[src/tpo_pkg.sv]
// Purpose: Shared constants and types of the time pulse output generator
// Assumes: Counter clock is one of four supported rates
// Notes: Nanosecond values carry FRAC_W fractional bits internally
package tpo_pkg;

  // ==========================================================
  // Counter widths and fixed point
  // ==========================================================
  localparam int NS_W = 30;
  localparam int SEC_W = 48;
  localparam int FRAC_W = 8;
  localparam int FX_W = NS_W + FRAC_W;
  localparam int INC_W = 12;
  localparam logic [FX_W-1:0] NS_WRAP_FX = 38'h3B_9ACA_0000;
  localparam logic [FRAC_W-1:0] FRAC_ZERO = 8'h00;
  // Per-cycle increments, 8 fractional bits
  localparam logic [INC_W-1:0] INC_125 = 12'h800;
  localparam logic [INC_W-1:0] INC_156 = 12'h666;
  localparam logic [INC_W-1:0] INC_200 = 12'h500;
  localparam logic [INC_W-1:0] INC_250 = 12'h400;
  localparam logic [1:0] RATE_125 = 2'h0;
  localparam logic [1:0] RATE_156 = 2'h1;
  localparam logic [1:0] RATE_200 = 2'h2;

  // ==========================================================
  // Alternate mode and strobe pin drive
  // ==========================================================
  localparam int ALT_BIT_BASE = 4;
  localparam logic [2:0] ALT_SEL_MAX = 3'h4;
  localparam logic [1:0] STROBE_OE_LEN = 2'h3;

  // ==========================================================
  // Management window
  // ==========================================================
  localparam logic [4:0] MREG_CMD = 5'h10;
  localparam logic [4:0] MREG_LO = 5'h11;
  localparam logic [4:0] MREG_HI = 5'h12;
  localparam logic [4:0] MREG_EXT29 = 5'h1D;
  localparam logic [4:0] MREG_EXT30 = 5'h1E;
  localparam logic [4:0] MREG_PAGE = 5'h1F;
  localparam logic [15:0] PAGE_TIMING = 16'h0004;
  localparam logic [15:0] EXT_KEY29 = 16'h7AE0;
  localparam logic [15:0] EXT_KEY30 = 16'hB71C;
  localparam int CMD_GO = 15;
  localparam int CMD_RD = 14;

  // ==========================================================
  // Timing register indices and control bits
  // ==========================================================
  localparam logic [2:0] TR_THRESH = 3'h0;
  localparam logic [2:0] TR_WIDTH = 3'h1;
  localparam logic [2:0] TR_CTRL = 3'h2;
  localparam logic [2:0] TR_SYN_HI = 3'h3;
  localparam logic [2:0] TR_SYN_LO = 3'h4;
  localparam logic [2:0] TR_HIRES = 3'h5;
  localparam logic [2:0] TR_NS = 3'h6;
  localparam logic [2:0] TR_SEC = 3'h7;
  localparam int CB_ALT_EN = 0;
  localparam int CB_ALT_SEL = 1;
  localparam int CB_SYN_EN = 4;
  localparam int CB_S2P = 5;
  localparam int CB_PIN = 6;
  localparam int CB_P2S = 7;
  localparam logic [31:0] THRESH_RST = 32'h0000_0000;
  localparam logic [31:0] WIDTH_RST = 32'h05F5_E100;
  localparam logic [7:0] CTRL_RST = 8'h00;
  localparam logic [31:0] SYN_RST = 32'h0000_0032;
  localparam logic [4:0] HIRES_RST = 5'h00;

  typedef enum logic [2:0] {
    TPO_IDLE = 3'b001,
    TPO_ARMED = 3'b010,
    TPO_HIGH = 3'b100
  } tpo_pstate_t;

endpackage : tpo_pkg

[src/tpo_mgmt_if.sv]
// Purpose: Timing register command path from window to engine
// Assumes: Read data answers in the cycle of the request
// Notes: One-cycle valid per command
interface tpo_mgmt_if;
  logic valid;
  logic write;
  logic eng_b;
  logic [2:0] idx;
  logic [31:0] wdata;
  logic [31:0] rdata;
  modport win (output valid, write, eng_b, idx, wdata, input rdata);
  modport eng (input valid, write, eng_b, idx, wdata, output rdata);
endinterface : tpo_mgmt_if

[src/tpo_gen.sv]
// Purpose: Time counter and pulse output generator, engine A
// Assumes: Inputs synchronous to clk_i, engine B lives outside
// Notes: Normal pulse lags threshold crossing by one clock
//
// Functional notes
// - Pulse asserts when counter passes threshold
// - Zero threshold gives pulse each second
// - Pulse width from setting, routed to GPIO
// - Alternate mode drives output from counter bit
// - Bit 4 to 8, period power of two
// - Alternate edges follow counter increment
// - Synthesizer toggles with high/low durations
// - Clearing synthesizer enable restores pulse output
// - Nanosecond resolution at every clock rate
// - Counter runs at four supported clock rates
// - Five separately enabled high-resolution units
// - Raw strobe looped straight to pulse output
// - Strobe pin driven around pulse assertion
// - Pulse output fed back into strobe path
// - Page four exposes window registers 16-18
// - High half reg 18, low 17, command 16
// - Ports 0,2 engine A; 1,3 engine B
module tpo_gen
  import tpo_pkg::*;
(
  // Clock and reset
  input wire logic clk_i,
  input wire logic rst_n_i,
  // Counter clock rate select
  input wire logic [1:0] ltc_rate_i,
  // Management access
  input wire logic mgmt_we_i,
  input wire logic [4:0] mgmt_addr_i,
  input wire logic [15:0] mgmt_wdata_i,
  input wire logic [1:0] mgmt_port_i,
  output logic [15:0] mgmt_rdata_o,
  // Engine B command path
  output logic eng_b_valid_o,
  output logic eng_b_write_o,
  output logic [2:0] eng_b_idx_o,
  output logic [31:0] eng_b_wdata_o,
  input wire logic [31:0] eng_b_rdata_i,
  // Pulse outputs
  output logic pps_o,
  output logic gpio_pps_o,
  // Strobe pin
  input wire logic strobe_i,
  output logic strobe_out_o,
  output logic strobe_oe_n_o,
  output logic strobe_sync_o,
  // Status and configuration
  output logic [NS_W-1:0] ltc_ns_o,
  output logic [SEC_W-1:0] ltc_sec_o,
  output logic [4:0] hires_en_o,
  output logic ext_clk_sel_o
);

  // ==========================================================
  // Helpers
  // ==========================================================
  function automatic logic [INC_W-1:0] inc_of(input logic [1:0] rate);
    logic [INC_W-1:0] v;
    unique case (rate)
      RATE_125: v = INC_125;
      RATE_156: v = INC_156;
      RATE_200: v = INC_200;
      default: v = INC_250;
    endcase
    return v;
  endfunction : inc_of

  // Threshold inside (old, new], across the second wrap too
  function automatic logic crossed(input logic [FX_W-1:0] old_v,
                                   input logic [FX_W-1:0] new_v,
                                   input logic wrap,
                                   input logic [FX_W-1:0] th);
    logic r;
    if (wrap)
      r = (th > old_v) || (th <= new_v);
    else
      r = (th > old_v) && (th <= new_v);
    return r;
  endfunction : crossed

  // ==========================================================
  // State
  // ==========================================================
  typedef struct packed {
    logic [FX_W-1:0] ns_fx;
    logic [SEC_W-1:0] sec;
    logic [31:0] thresh;
    logic [31:0] width;
    logic [7:0] ctrl;
    logic [31:0] syn_hi;
    logic [31:0] syn_lo;
    logic [4:0] hires;
    tpo_pstate_t pst;
    logic [39:0] wcnt;
    logic [1:0] oe_cnt;
    logic pps;
    logic sync1;
    logic sync2;
  } tpo_gen_t;

  tpo_gen_t s_r;
  tpo_gen_t s_nxt;
  tpo_mgmt_if m ();
  logic [INC_W-1:0] inc;
  logic [FX_W:0] ns_sum;
  logic wrap;
  logic hit;
  logic [FX_W-1:0] th_fx;
  logic [39:0] width_fx;
  logic [39:0] wcnt_n;
  logic [2:0] alt_sel;
  logic [31:0] local_rd;
  logic syn_out;
  logic strobe_path;

  // ==========================================================
  // Submodules
  // ==========================================================
  tpo_window u_window (
    .clk_i(clk_i),
    .rst_n_i(rst_n_i),
    .mgmt_we_i(mgmt_we_i),
    .mgmt_addr_i(mgmt_addr_i),
    .mgmt_wdata_i(mgmt_wdata_i),
    .mgmt_port_i(mgmt_port_i),
    .mgmt_rdata_o(mgmt_rdata_o),
    .ext_clk_sel_o(ext_clk_sel_o),
    .m(m.win)
  );

  tpo_synth u_synth (
    .clk_i(clk_i),
    .rst_n_i(rst_n_i),
    .en_i(s_r.ctrl[CB_SYN_EN]),
    .inc_i(inc),
    .hi_ns_i(s_r.syn_hi),
    .lo_ns_i(s_r.syn_lo),
    .out_o(syn_out)
  );

  // ==========================================================
  // Engine A register reads, engine B forwarding
  // ==========================================================
  always_comb
  begin
    unique case (m.idx)
      TR_THRESH: local_rd = s_r.thresh;
      TR_WIDTH: local_rd = s_r.width;
      TR_CTRL: local_rd = {24'h00_0000, s_r.ctrl};
      TR_SYN_HI: local_rd = s_r.syn_hi;
      TR_SYN_LO: local_rd = s_r.syn_lo;
      TR_HIRES: local_rd = {27'h000_0000, s_r.hires};
      TR_NS: local_rd = {2'b00, s_r.ns_fx[FX_W-1:FRAC_W]};
      default: local_rd = s_r.sec[31:0];
    endcase
  end

  // Engine B answers in the same cycle, like engine A
  assign m.rdata = m.eng_b ? eng_b_rdata_i : local_rd;
  assign eng_b_valid_o = m.valid & m.eng_b;
  assign eng_b_write_o = m.write;
  assign eng_b_idx_o = m.idx;
  assign eng_b_wdata_o = m.wdata;

  // ==========================================================
  // Next state
  // ==========================================================
  always_comb
  begin
    s_nxt = s_r;
    inc = inc_of(ltc_rate_i);

    // Fractional accumulation keeps 1 ns resolution at any rate
    ns_sum = {1'b0, s_r.ns_fx} + {27'h000_0000, inc};
    wrap = (ns_sum >= {1'b0, NS_WRAP_FX});
    if (wrap)
    begin
      s_nxt.ns_fx = FX_W'(ns_sum - {1'b0, NS_WRAP_FX});
      s_nxt.sec = s_r.sec + 48'h0000_0000_0001;
    end
    else
    begin
      s_nxt.ns_fx = ns_sum[FX_W-1:0];
    end

    // Threshold 0 fires on the wrap itself
    th_fx = {s_r.thresh[NS_W-1:0], FRAC_ZERO};
    hit = crossed(s_r.ns_fx, s_nxt.ns_fx, wrap, th_fx);
    width_fx = {2'b00, s_r.width[NS_W-1:0], FRAC_ZERO};
    wcnt_n = s_r.wcnt + {28'h000_0000, inc};

    // Strobe drive window counts down independently
    if (s_r.oe_cnt != 2'h0)
      s_nxt.oe_cnt = s_r.oe_cnt - 2'h1;

    unique case (s_r.pst)
      TPO_IDLE:
      begin
        // Zero width means no pulse at all
        if (hit && (s_r.width != 32'h0000_0000))
        begin
          s_nxt.pst = TPO_ARMED;
          s_nxt.oe_cnt = STROBE_OE_LEN;
        end
      end
      TPO_ARMED:
      begin
        s_nxt.pst = TPO_HIGH;
        s_nxt.wcnt = 40'h00_0000_0000;
      end
      TPO_HIGH:
      begin
        // Crossings during a pulse are dropped
        if (wcnt_n >= width_fx)
          s_nxt.pst = TPO_IDLE;
        else
          s_nxt.wcnt = wcnt_n;
      end
      default:
      begin
        s_nxt.pst = TPO_IDLE;
      end
    endcase

    // Alternate mode: counter bit, width ignored
    alt_sel = (s_r.ctrl[CB_ALT_SEL +: 3] > ALT_SEL_MAX) ?
              ALT_SEL_MAX : s_r.ctrl[CB_ALT_SEL +: 3];
    if (s_r.ctrl[CB_ALT_EN])
      s_nxt.pps = s_nxt.ns_fx[FRAC_W + ALT_BIT_BASE + 32'(alt_sel)];
    else
      s_nxt.pps = (s_nxt.pst == TPO_HIGH);

    // Engine A register writes
    if (m.valid && !m.eng_b && m.write)
    begin
      unique case (m.idx)
        TR_THRESH: s_nxt.thresh = m.wdata;
        TR_WIDTH: s_nxt.width = m.wdata;
        TR_CTRL: s_nxt.ctrl = m.wdata[7:0];
        TR_SYN_HI: s_nxt.syn_hi = m.wdata;
        TR_SYN_LO: s_nxt.syn_lo = m.wdata;
        TR_HIRES: s_nxt.hires = m.wdata[4:0];
        default: ;
      endcase
    end

    // Two-stage synchronizer on the strobe input path
    s_nxt.sync1 = strobe_path;
    s_nxt.sync2 = s_r.sync1;
  end

  // ==========================================================
  // Registers
  // ==========================================================
  always_ff @(posedge clk_i)
  begin
    if (!rst_n_i)
    begin
      s_r <= '0;
      s_r.thresh <= THRESH_RST;
      s_r.width <= WIDTH_RST;
      s_r.ctrl <= CTRL_RST;
      s_r.syn_hi <= SYN_RST;
      s_r.syn_lo <= SYN_RST;
      s_r.hires <= HIRES_RST;
      s_r.pst <= TPO_IDLE;
    end
    else
    begin
      s_r <= s_nxt;
    end
  end

  // ==========================================================
  // Output selection and loopbacks
  // ==========================================================
  // Raw strobe bypasses all flops, for pin-to-pin delay measurement
  always_comb
  begin
    if (s_r.ctrl[CB_S2P])
      pps_o = strobe_i;
    else if (s_r.ctrl[CB_SYN_EN])
      pps_o = syn_out;
    else
      pps_o = s_r.pps;
  end

  assign gpio_pps_o = pps_o;

  // Tap taken at the output mux so generation delay is included
  assign strobe_path = s_r.ctrl[CB_P2S] ? pps_o : strobe_i;
  assign strobe_sync_o = s_r.sync2;

  // Enable leads pulse by one clock, held two more
  assign strobe_oe_n_o = ~(s_r.ctrl[CB_PIN] &&
                           (s_r.oe_cnt != 2'h0));
  assign strobe_out_o = s_r.pps;

  assign ltc_ns_o = s_r.ns_fx[FX_W-1:FRAC_W];
  assign ltc_sec_o = s_r.sec;
  assign hires_en_o = s_r.hires;

endmodule : tpo_gen

[src/tpo_synth.sv]
// Purpose: Toggle synthesizer with programmable high and low times
// Assumes: Durations in ns, increment in fixed point
// Notes: Excess time carried over, so error does not accumulate
module tpo_synth
  import tpo_pkg::*;
(
  // Clock and reset
  input wire logic clk_i,
  input wire logic rst_n_i,
  // Control
  input wire logic en_i,
  input wire logic [INC_W-1:0] inc_i,
  input wire logic [31:0] hi_ns_i,
  input wire logic [31:0] lo_ns_i,
  // Output
  output logic out_o
);
  typedef struct packed {
    logic lvl;
    logic [39:0] acc;
  } tpo_syn_t;
  tpo_syn_t s_r;
  tpo_syn_t s_nxt;
  logic [39:0] acc_n;
  logic [39:0] dur;

  always_comb
  begin
    s_nxt = s_r;
    acc_n = s_r.acc + {28'h000_0000, inc_i};
    dur = {s_r.lvl ? hi_ns_i : lo_ns_i, FRAC_ZERO};
    if (!en_i)
    begin
      s_nxt = '0;
    end
    else if (acc_n >= dur)
    begin
      s_nxt.lvl = ~s_r.lvl;
      s_nxt.acc = acc_n - dur;
    end
    else
    begin
      s_nxt.acc = acc_n;
    end
  end

  always_ff @(posedge clk_i)
  begin
    if (!rst_n_i)
      s_r <= '0;
    else
      s_r <= s_nxt;
  end

  assign out_o = s_r.lvl;
endmodule : tpo_synth

[src/tpo_window.sv]
// Purpose: Paged management window onto the 32-bit timing registers
// Assumes: One management write per cycle
// Notes: Read data is registered, one cycle after address
module tpo_window
  import tpo_pkg::*;
(
  // Clock and reset
  input wire logic clk_i,
  input wire logic rst_n_i,
  // Management access
  input wire logic mgmt_we_i,
  input wire logic [4:0] mgmt_addr_i,
  input wire logic [15:0] mgmt_wdata_i,
  input wire logic [1:0] mgmt_port_i,
  output logic [15:0] mgmt_rdata_o,
  output logic ext_clk_sel_o,
  // Command path
  tpo_mgmt_if.win m
);
  typedef struct packed {
    logic [15:0] page;
    logic [15:0] cmd;
    logic [15:0] lo;
    logic [15:0] hi;
    logic [15:0] ext29;
    logic [15:0] ext30;
    logic valid;
    logic write;
    logic eng_b;
    logic [2:0] idx;
    logic [15:0] rd;
  } tpo_win_t;
  tpo_win_t s_r;
  tpo_win_t s_nxt;
  logic on_page;

  always_comb
  begin
    s_nxt = s_r;
    s_nxt.valid = 1'b0;
    on_page = (s_r.page == PAGE_TIMING);
    if (s_r.valid)
    begin
      s_nxt.cmd[CMD_GO] = 1'b0;
      if (!s_r.write)
      begin
        s_nxt.hi = m.rdata[31:16];
        s_nxt.lo = m.rdata[15:0];
      end
    end
    if (mgmt_we_i)
    begin
      if (mgmt_addr_i == MREG_PAGE)
        s_nxt.page = mgmt_wdata_i;
      else if (on_page)
      begin
        unique case (mgmt_addr_i)
          MREG_CMD:
          begin
            s_nxt.cmd = mgmt_wdata_i;
            s_nxt.valid = mgmt_wdata_i[CMD_GO];
            s_nxt.write = ~mgmt_wdata_i[CMD_RD];
            s_nxt.idx = mgmt_wdata_i[2:0];
            s_nxt.eng_b = mgmt_port_i[0];
          end
          MREG_LO: s_nxt.lo = mgmt_wdata_i;
          MREG_HI: s_nxt.hi = mgmt_wdata_i;
          MREG_EXT29: s_nxt.ext29 = mgmt_wdata_i;
          MREG_EXT30: s_nxt.ext30 = mgmt_wdata_i;
          default: ;
        endcase
      end
    end
    s_nxt.rd = 16'h0000;
    if (mgmt_addr_i == MREG_PAGE)
      s_nxt.rd = s_r.page;
    else if (on_page)
    begin
      unique case (mgmt_addr_i)
        MREG_CMD: s_nxt.rd = s_r.cmd;
        MREG_LO: s_nxt.rd = s_r.lo;
        MREG_HI: s_nxt.rd = s_r.hi;
        MREG_EXT29: s_nxt.rd = s_r.ext29;
        MREG_EXT30: s_nxt.rd = s_r.ext30;
        default: s_nxt.rd = 16'h0000;
      endcase
    end
  end

  always_ff @(posedge clk_i)
  begin
    if (!rst_n_i)
      s_r <= '0;
    else
      s_r <= s_nxt;
  end

  assign m.valid = s_r.valid;
  assign m.write = s_r.write;
  assign m.eng_b = s_r.eng_b;
  assign m.idx = s_r.idx;
  assign m.wdata = {s_r.hi, s_r.lo};
  assign mgmt_rdata_o = s_r.rd;
  // Both keys must match, any other pattern keeps internal clock
  assign ext_clk_sel_o = (s_r.ext30 == EXT_KEY30) &&
                         (s_r.ext29 == EXT_KEY29);
endmodule : tpo_window
[config.mk]
export PLATFORM = sky130hd
export DESIGN_NAME = tpo_gen
export DESIGN_NICKNAME = d
export VERILOG_FILES = /design/src/tpo_pkg.sv /design/src/tpo_mgmt_if.sv /design/src/tpo_gen.sv /design/src/tpo_synth.sv /design/src/tpo_window.sv
export SDC_FILE = /design/constraint.sdc
export NUM_CORES = 1
export LEC_CHECK = 0
export BUFFER_PORTS_ARGS = -buffer_cell sky130_fd_sc_hd__buf_2
export CAP_MARGIN = 0
export CORE_MARGIN = 5
export CORE_UTILIZATION = 40
export DETAILED_ROUTE_END_ITERATION = 6
export GPL_ROUTABILITY_DRIVEN = 0
export GPL_TIMING_DRIVEN = 0
export HOLD_SLACK_MARGIN = 0.06
export PLACE_DENSITY = 0.6
export SYNTH_ARGS = -nofsm -noshare
export SYNTH_HDL_FRONTEND = slang
export SYNTH_HIERARCHICAL = 1
export SYNTH_SLANG_ARGS = --single-unit
[constraint.sdc]
create_clock -name clk_i -period 7.7 [get_ports clk_i]
set_input_delay 1.155 -clock clk_i [delete_from_list [all_inputs] [get_ports clk_i]]
set_output_delay 1.155 -clock clk_i [all_outputs]
set_load 0.02 [all_outputs]
**After elaboration in Yosys (flattened, before gate mapping)**

Cells that the tools add are included.

- Output and inout port bits: 142
- ROM bits: 0
- Bits in registers: 434
- Memories kept: 0
- Bits in latches: 0
- Word-level logic and storage cells: 137
- Bits in writable memories: 0
- Input bits: 61

- Shift operators: 0
- Muxes and demuxes: 37
- Order comparisons: 7
- Multipliers: 0
- Div/mod/pow operators: 0
- Reductions and logical operators: 26
- Add/sub/neg operators: 8
- Equality and inequality tests: 22
- Bitwise logic cells: 9

Operators by type and width:

| operator | count |
|---|---|
| $mux W86 | 3 |
| $pmux W32 S7 | 1 |
| $mux W32 | 4 |
| $mux W16 | 7 |
| $add A40 B12 Y40 | 2 |
| $mux W40 | 2 |
| $pmux W16 S5 | 1 |
| $pmux W40 S2 | 1 |
| $add A48 B1 Y48 const B | 1 |
| $ge A40 B38 Y1 | 1 |
| $ge A40 B40 Y1 | 1 |
| $sub A40 B40 Y40 | 1 |
| $add A38 B12 Y39 | 1 |
| $ge A39 B38 Y1 const B | 1 |
| $gt A38 B38 Y1 | 1 |
| $le A38 B38 Y1 | 1 |
| $mux W38 | 1 |
| $sub A38 B38 Y38 const B | 1 |
| $pmux W12 S3 | 1 |
| $reduce_bool A32 Y1 | 1 |
| $eq A5 B5 Y1 const B | 6 |
| $reduce_and A2 Y1 | 9 |
| $eq A16 B15 Y1 const B | 1 |
| $eq A16 B16 Y1 const B | 1 |
| other kinds (27) | 59 |

**Depth between registers and ports, before layout**

- Depth after elaboration: 13
- Gate-level depth with buffers: 37
- Mapped depth without buffers: 32

**Cells and area by module**

Netlist, hierarchy kept.

Modules (own cells, without submodules):

| module | times used | seq. area each (µm²) | cells an instance | area each (µm²) |
|---|---|---|---|---|
| tpo_gen | 1 | 5465.2 | 2351 | 17760.8 |
| tpo_window | 1 | 2302.2 | 697 | 5931.9 |
| tpo_synth | 1 | 820.8 | 597 | 4844.6 |

**Worst setup path after synthesis**

No wires, ideal clock.

- Kind: input-to-reg
- Start point: input port ltc_rate_i[1]
- End point: register, netlist name s_r[45]
- Path slack: 0.572 ns
- Setup time: 0.118 ns
- Stages on the path: 34
- Buffers on the path: 5
- Data arrival time: 7.010 ns
- Path through: buf_4 nand2b_4 inv_2 buf_2 buf_1 ha_1 nand3_1 a211oi_1 o221ai_2 o22a_1 buf_2 nor3_1 xnor2_1 ha_1 a21oi_1 o21ai_1 a221oi_2 o21a_1 clkbuf_1 nand3b_1 xnor2_1 ha_1 nand4_1 nor2_1 nand4_1 inv_1 a221oi_1 o21ai_0 a21oi_1 nand2b_1 a31oi_1 maj3_1 nor2_1 nor2_1

RTL lines:

| item | RTL line | source |
|---|---|---|
| from (decl) | tpo_gen.sv:30 | `input wire logic [1:0] ltc_rate_i,` |

==> implementation parameters <==
Parameter                              Value

Worst setup path
  R2r worst-path depth    32
  Largest fanout on the critical path    10
  Critical Setup Path Class    input pin to flop
  Launch point of the worst path    ltc_rate_i[0]
  WP data arrival    7.95 ns
  Category of the worst setup path launch point    input pin
  Minimum setup slack among reg-to-reg paths    1.09 ns
  Worst path slowest cell    sky130_fd_sc_hd__ha_1
  Required time at the worst-slack endpoint    8.22 ns
  Category of the worst setup path capture point    flop
  CP endpoint    s_r[45]
  Reg-to-reg critical path endpoint    s_r[45]
  Worst stage delay on the critical path    0.48 ns
  Startpoint of the lowest-slack register-to-register path    s_r[239]

Clock tree
  Clock-pin slew on the worst setup and hold paths    approximately 0.06 ns
  Clock latency on the worst-skew pair    0.62 ns
  Clk sink count    about 430
  Maximum root-to-sink buffer count    3
  Clock root cell    sky130_fd_sc_hd__clkbuf_16
  Total of hold buffers inserted after clock tree synthesis    0
  # H-tree levels    2
  Clock tree from TritonCTS    built
  TritonCTS Buffers    52

Global routing
  Total routing usage reported by global routing    28.4%
  GR Util met3    5.01%
  Global routing met1 resource utilization    37.7%
  First-pass GRT wire length    169 mm
  Peak-usage layer in the global routing report    met2
  Number of global-route vias before repair    26307
  Largest net degree at the start of global routing    15
  Antenna violations before repair    1
  Met2 track demand over resource in global routing    between 40 and 50%
  Total congestion overflow after global routing    0

Drt
  Initial drt markers    3045
  Via count    28841
  Via-to-Cell Ratio    between 5 and 6
  Number of routed nets with antenna violations    0
  DRT Pass-1 Iters    7
  Post-detailed-route wirelength per cell    23.7 µm
  DRC violation count after routing    0
  Overall routed net length    116 mm

Run status
  Outcome    finished clean

Yosys
  Netlist area before placement    approximately 0.029 mm²
  Number of enable flip-flop cells after synthesis    0
  Commonest cells in the netlist    sky130_fd_sc_hd__nand2_1 (498), sky130_fd_sc_hd__dfxtp_1 (429), sky130_fd_sc_hd__a21oi_1 (350)
  Total number of yosys warnings    6
  Sequential-to-total area share from yosys stat    roughly 30%
  Post-synthesis cell type with the largest combined area    sky130_fd_sc_hd__dfxtp_1
  Mean instance size in the synthesized netlist    7.83 µm²
  Top-count cell post-synth    sky130_fd_sc_hd__nand2_1
  Share of the synthesized area in the top cell type    30.1%
  #FFs+latches synth    429
  Share of async-settable or async-resettable flops after synthesis    0%
  Unique masters post-synth    104
  Gate count after technology mapping    3645
  Synth area leaders    sky130_fd_sc_hd__dfxtp_1 (30%), sky130_fd_sc_hd__nand2_1 (6.6%), sky130_fd_sc_hd__ha_1 (6.4%), sky130_fd_sc_hd__a21oi_1 (6.1%), sky130_fd_sc_hd__mux2i_1 (5.6%)
  Prevailing post-synth register cell    sky130_fd_sc_hd__dfxtp_1

Layout
  Fraction of layout instances using a drive strength above 1    14.4%
  Fill cell instance count of the final layout    between 7000 and 8000
  Net count, final    ~4100
  Area occupied by registers    0.00859 mm²
  Area taken by multi-input logic gates    0.0177 mm²
  Synth-to-layout area growth    15.0%
  Final antenna diode count    0
  Post-route non-filler standard cell count    4908

Floorplan
  Die height    around 280 µm
  Die boundary width    277 µm
  Core Footprint    0.0711 mm²
  Number of top-level pins    203
  Initial Utilization    40.1%
  Site Rows    98
  Total Die Area    between 0.07 and 0.08 mm²

Placed design
  Placed Cells    around 4800
  Detailed placement HPWL    91.4 mm
  Placement Setup Slack    -1.81 ns
  Count of buffers from port buffering    around 200

Pwr
  Pwr Total    5.15 mW
  Power per unit of standard cell area    157 mW/mm²
  Static leakage    12.8 nW
  Maximum ir drop on the vdd rail    ~0.15 mV

STA
  Transition time of the tightest slew-check pin    1.09 ns
  Min Clock Period, post-route    7.43 ns
  Setup skew after layout    0.0280 ns
  Setup TNS    0 ns
  Final critical-path share of the clock period    96.5%
  Final-report max-slew violation count    0
  Post-route setup slack    0.269 ns
  Final count of hold timing violations    0
  Upper clock frequency limit    0.135 GHz
  Number of setup violations in the final report    0
  Headroom to the max-slew limit    a little over a quarter

Job
  Maxcap violations    0

Worst hold path
  Tightest Hold Check Type    flop to flop
==> metal layers <==
| layer | up-vias | routed length [µm] |
|---|---|---|
| met5 | - | 0 |
| met4 | 0 | 6570 |
| met3 | 274 | 10500 |
| met2 | 1500 | 51600 |
| met1 | 13558 | 47600 |
| li1 | 13509 | - |
==> logic make-up (layout without fill, tap and decap cells) <==
| kind of cell | count (synthesis) | count (layout) | synth area share, % |
|---|---|---|---|
| compound gates | 955 | 955 | 21.5 |
| buf+inv | 478 | 788 | 8.43 |
| xor+xnor | 187 | 187 | 5.91 |
| fa+ha+maj | 149 | 149 | 6.57 |
| flops | 429 | 429 | 30.1 |
| simple gates | 1280 | 1280 | 21.5 |
| mux | 166 | 166 | 5.97 |
| other cells | 1 | 4 | 0.0131 |
==> per-stage QoR <==
step | instance area (µm²) | util (%) | hold WS (ns)
2_1_floorplan | 28500 | - | 0.412
3_3_place_gp | 30700 | 43.2 | 0.443
3_5_place_dp | 30700 | 43.2 | 0.450
4_1_cts | 32600 | 45.8 | 0.458
5_1_grt | 32800 | 46.2 | 0.479
6_report | 32800 | 46.2 | 0.460
==> critical path: cells and delay by family <==
kind,cells,cell delay (ns)
xor gates and xnor gates,1,0.20
adders and majority gates,4,1.40
buffers and inverters,6,1.11
and+or+nand+nor,12,1.78
AOI/OAI and AO/OA,9,2.27
==> cell usage in the layout, fill, tap and decap left out, drive strengths merged, types with 8 or more instances in the layout <==
cell type  synthesis  layout
nor2b             25      25
nor2             245     245
a22oi             25      25
nor4              39      39
a211oi            71      71
nor3b              9       9
and4              13      13
and3              33      33
nand4             92      92
o211ai            30      30
o31ai             13      13
inv              110     109
and2              26      26
a21oi            351     351
a311oi            14      14
a22o              14      14
clkbuf           186     258
or2               10      10
o21a              25      25
nand2b            27      27
o2111ai           15      15
a211o              8       8
mux2i            159     159
nor3              91      91
buf              180     396
nand2            498     498
a221oi            34      34
nand3            106     106
o22ai             19      19
a31oi             14      14
ha               145     145
dfxtp            429     429
xor2              39      39
or3               26      26
clkinv             2      17
xnor2            145     145
a21o              69      69
o21ai            197     197
==> how the worst min path moves through the flow <==
stage	startpoint	end	slack (ns)	cells after the start
after floorplan	s_nxt[0]	strobe_sync_o	0.41	1
after global placement	s_r[3]	s_r[3]	0.44	1
after detailed placement	s_r[188]	s_r[188]	0.45	2
after CTS	s_r[188]	s_r[188]	0.46	2
after global routing	s_r[188]	s_r[188]	0.48	2
final	s_r[6]	s_r[6]	0.46	2
==> what timing repair did <==
action,in CTS,in global routing
buffers inserted,1,14
pin swaps,1,14
setup endpoints to repair,45,28
gates resized for setup,24,30
==> power breakdown <==
group	internal [mW]	total (mW)	switching, mW
Sequential	2.23	2.25	0.0174
Clock	1.49	2.56	1.07
Combinational	0.107	0.344	0.237
==> flip-flops by register name (all words and copies together), names as in the netlist <==
register	count
hires_en_o	5
ltc_ns_o	30
ltc_sec_o	48
s_nxt	1
s_r	187
strobe_out_o	1
strobe_sync_o	1
u_synth/out_o	1
u_synth/s_r	40
u_window/m.eng_b	1
u_window/m.valid	1
u_window/m.wdata	32
u_window/m.write	1
u_window/mgmt_rdata_o	16
u_window/s_r	64
==> cell type report <==
| class | count | area share [%] |
|---|---|---|
| multi-input combinational | 2741 | 54.0 |
| sequential | 429 | 26.2 |
| buffer | 365 | 6.17 |
| clock buffer | 75 | 4.56 |
| tap | 950 | 3.62 |
| timing repair buffer | 214 | 3.38 |
| inverter | 112 | 1.29 |
| clock inverter | 22 | 0.800 |
Power figures use the tool's default switching activity.
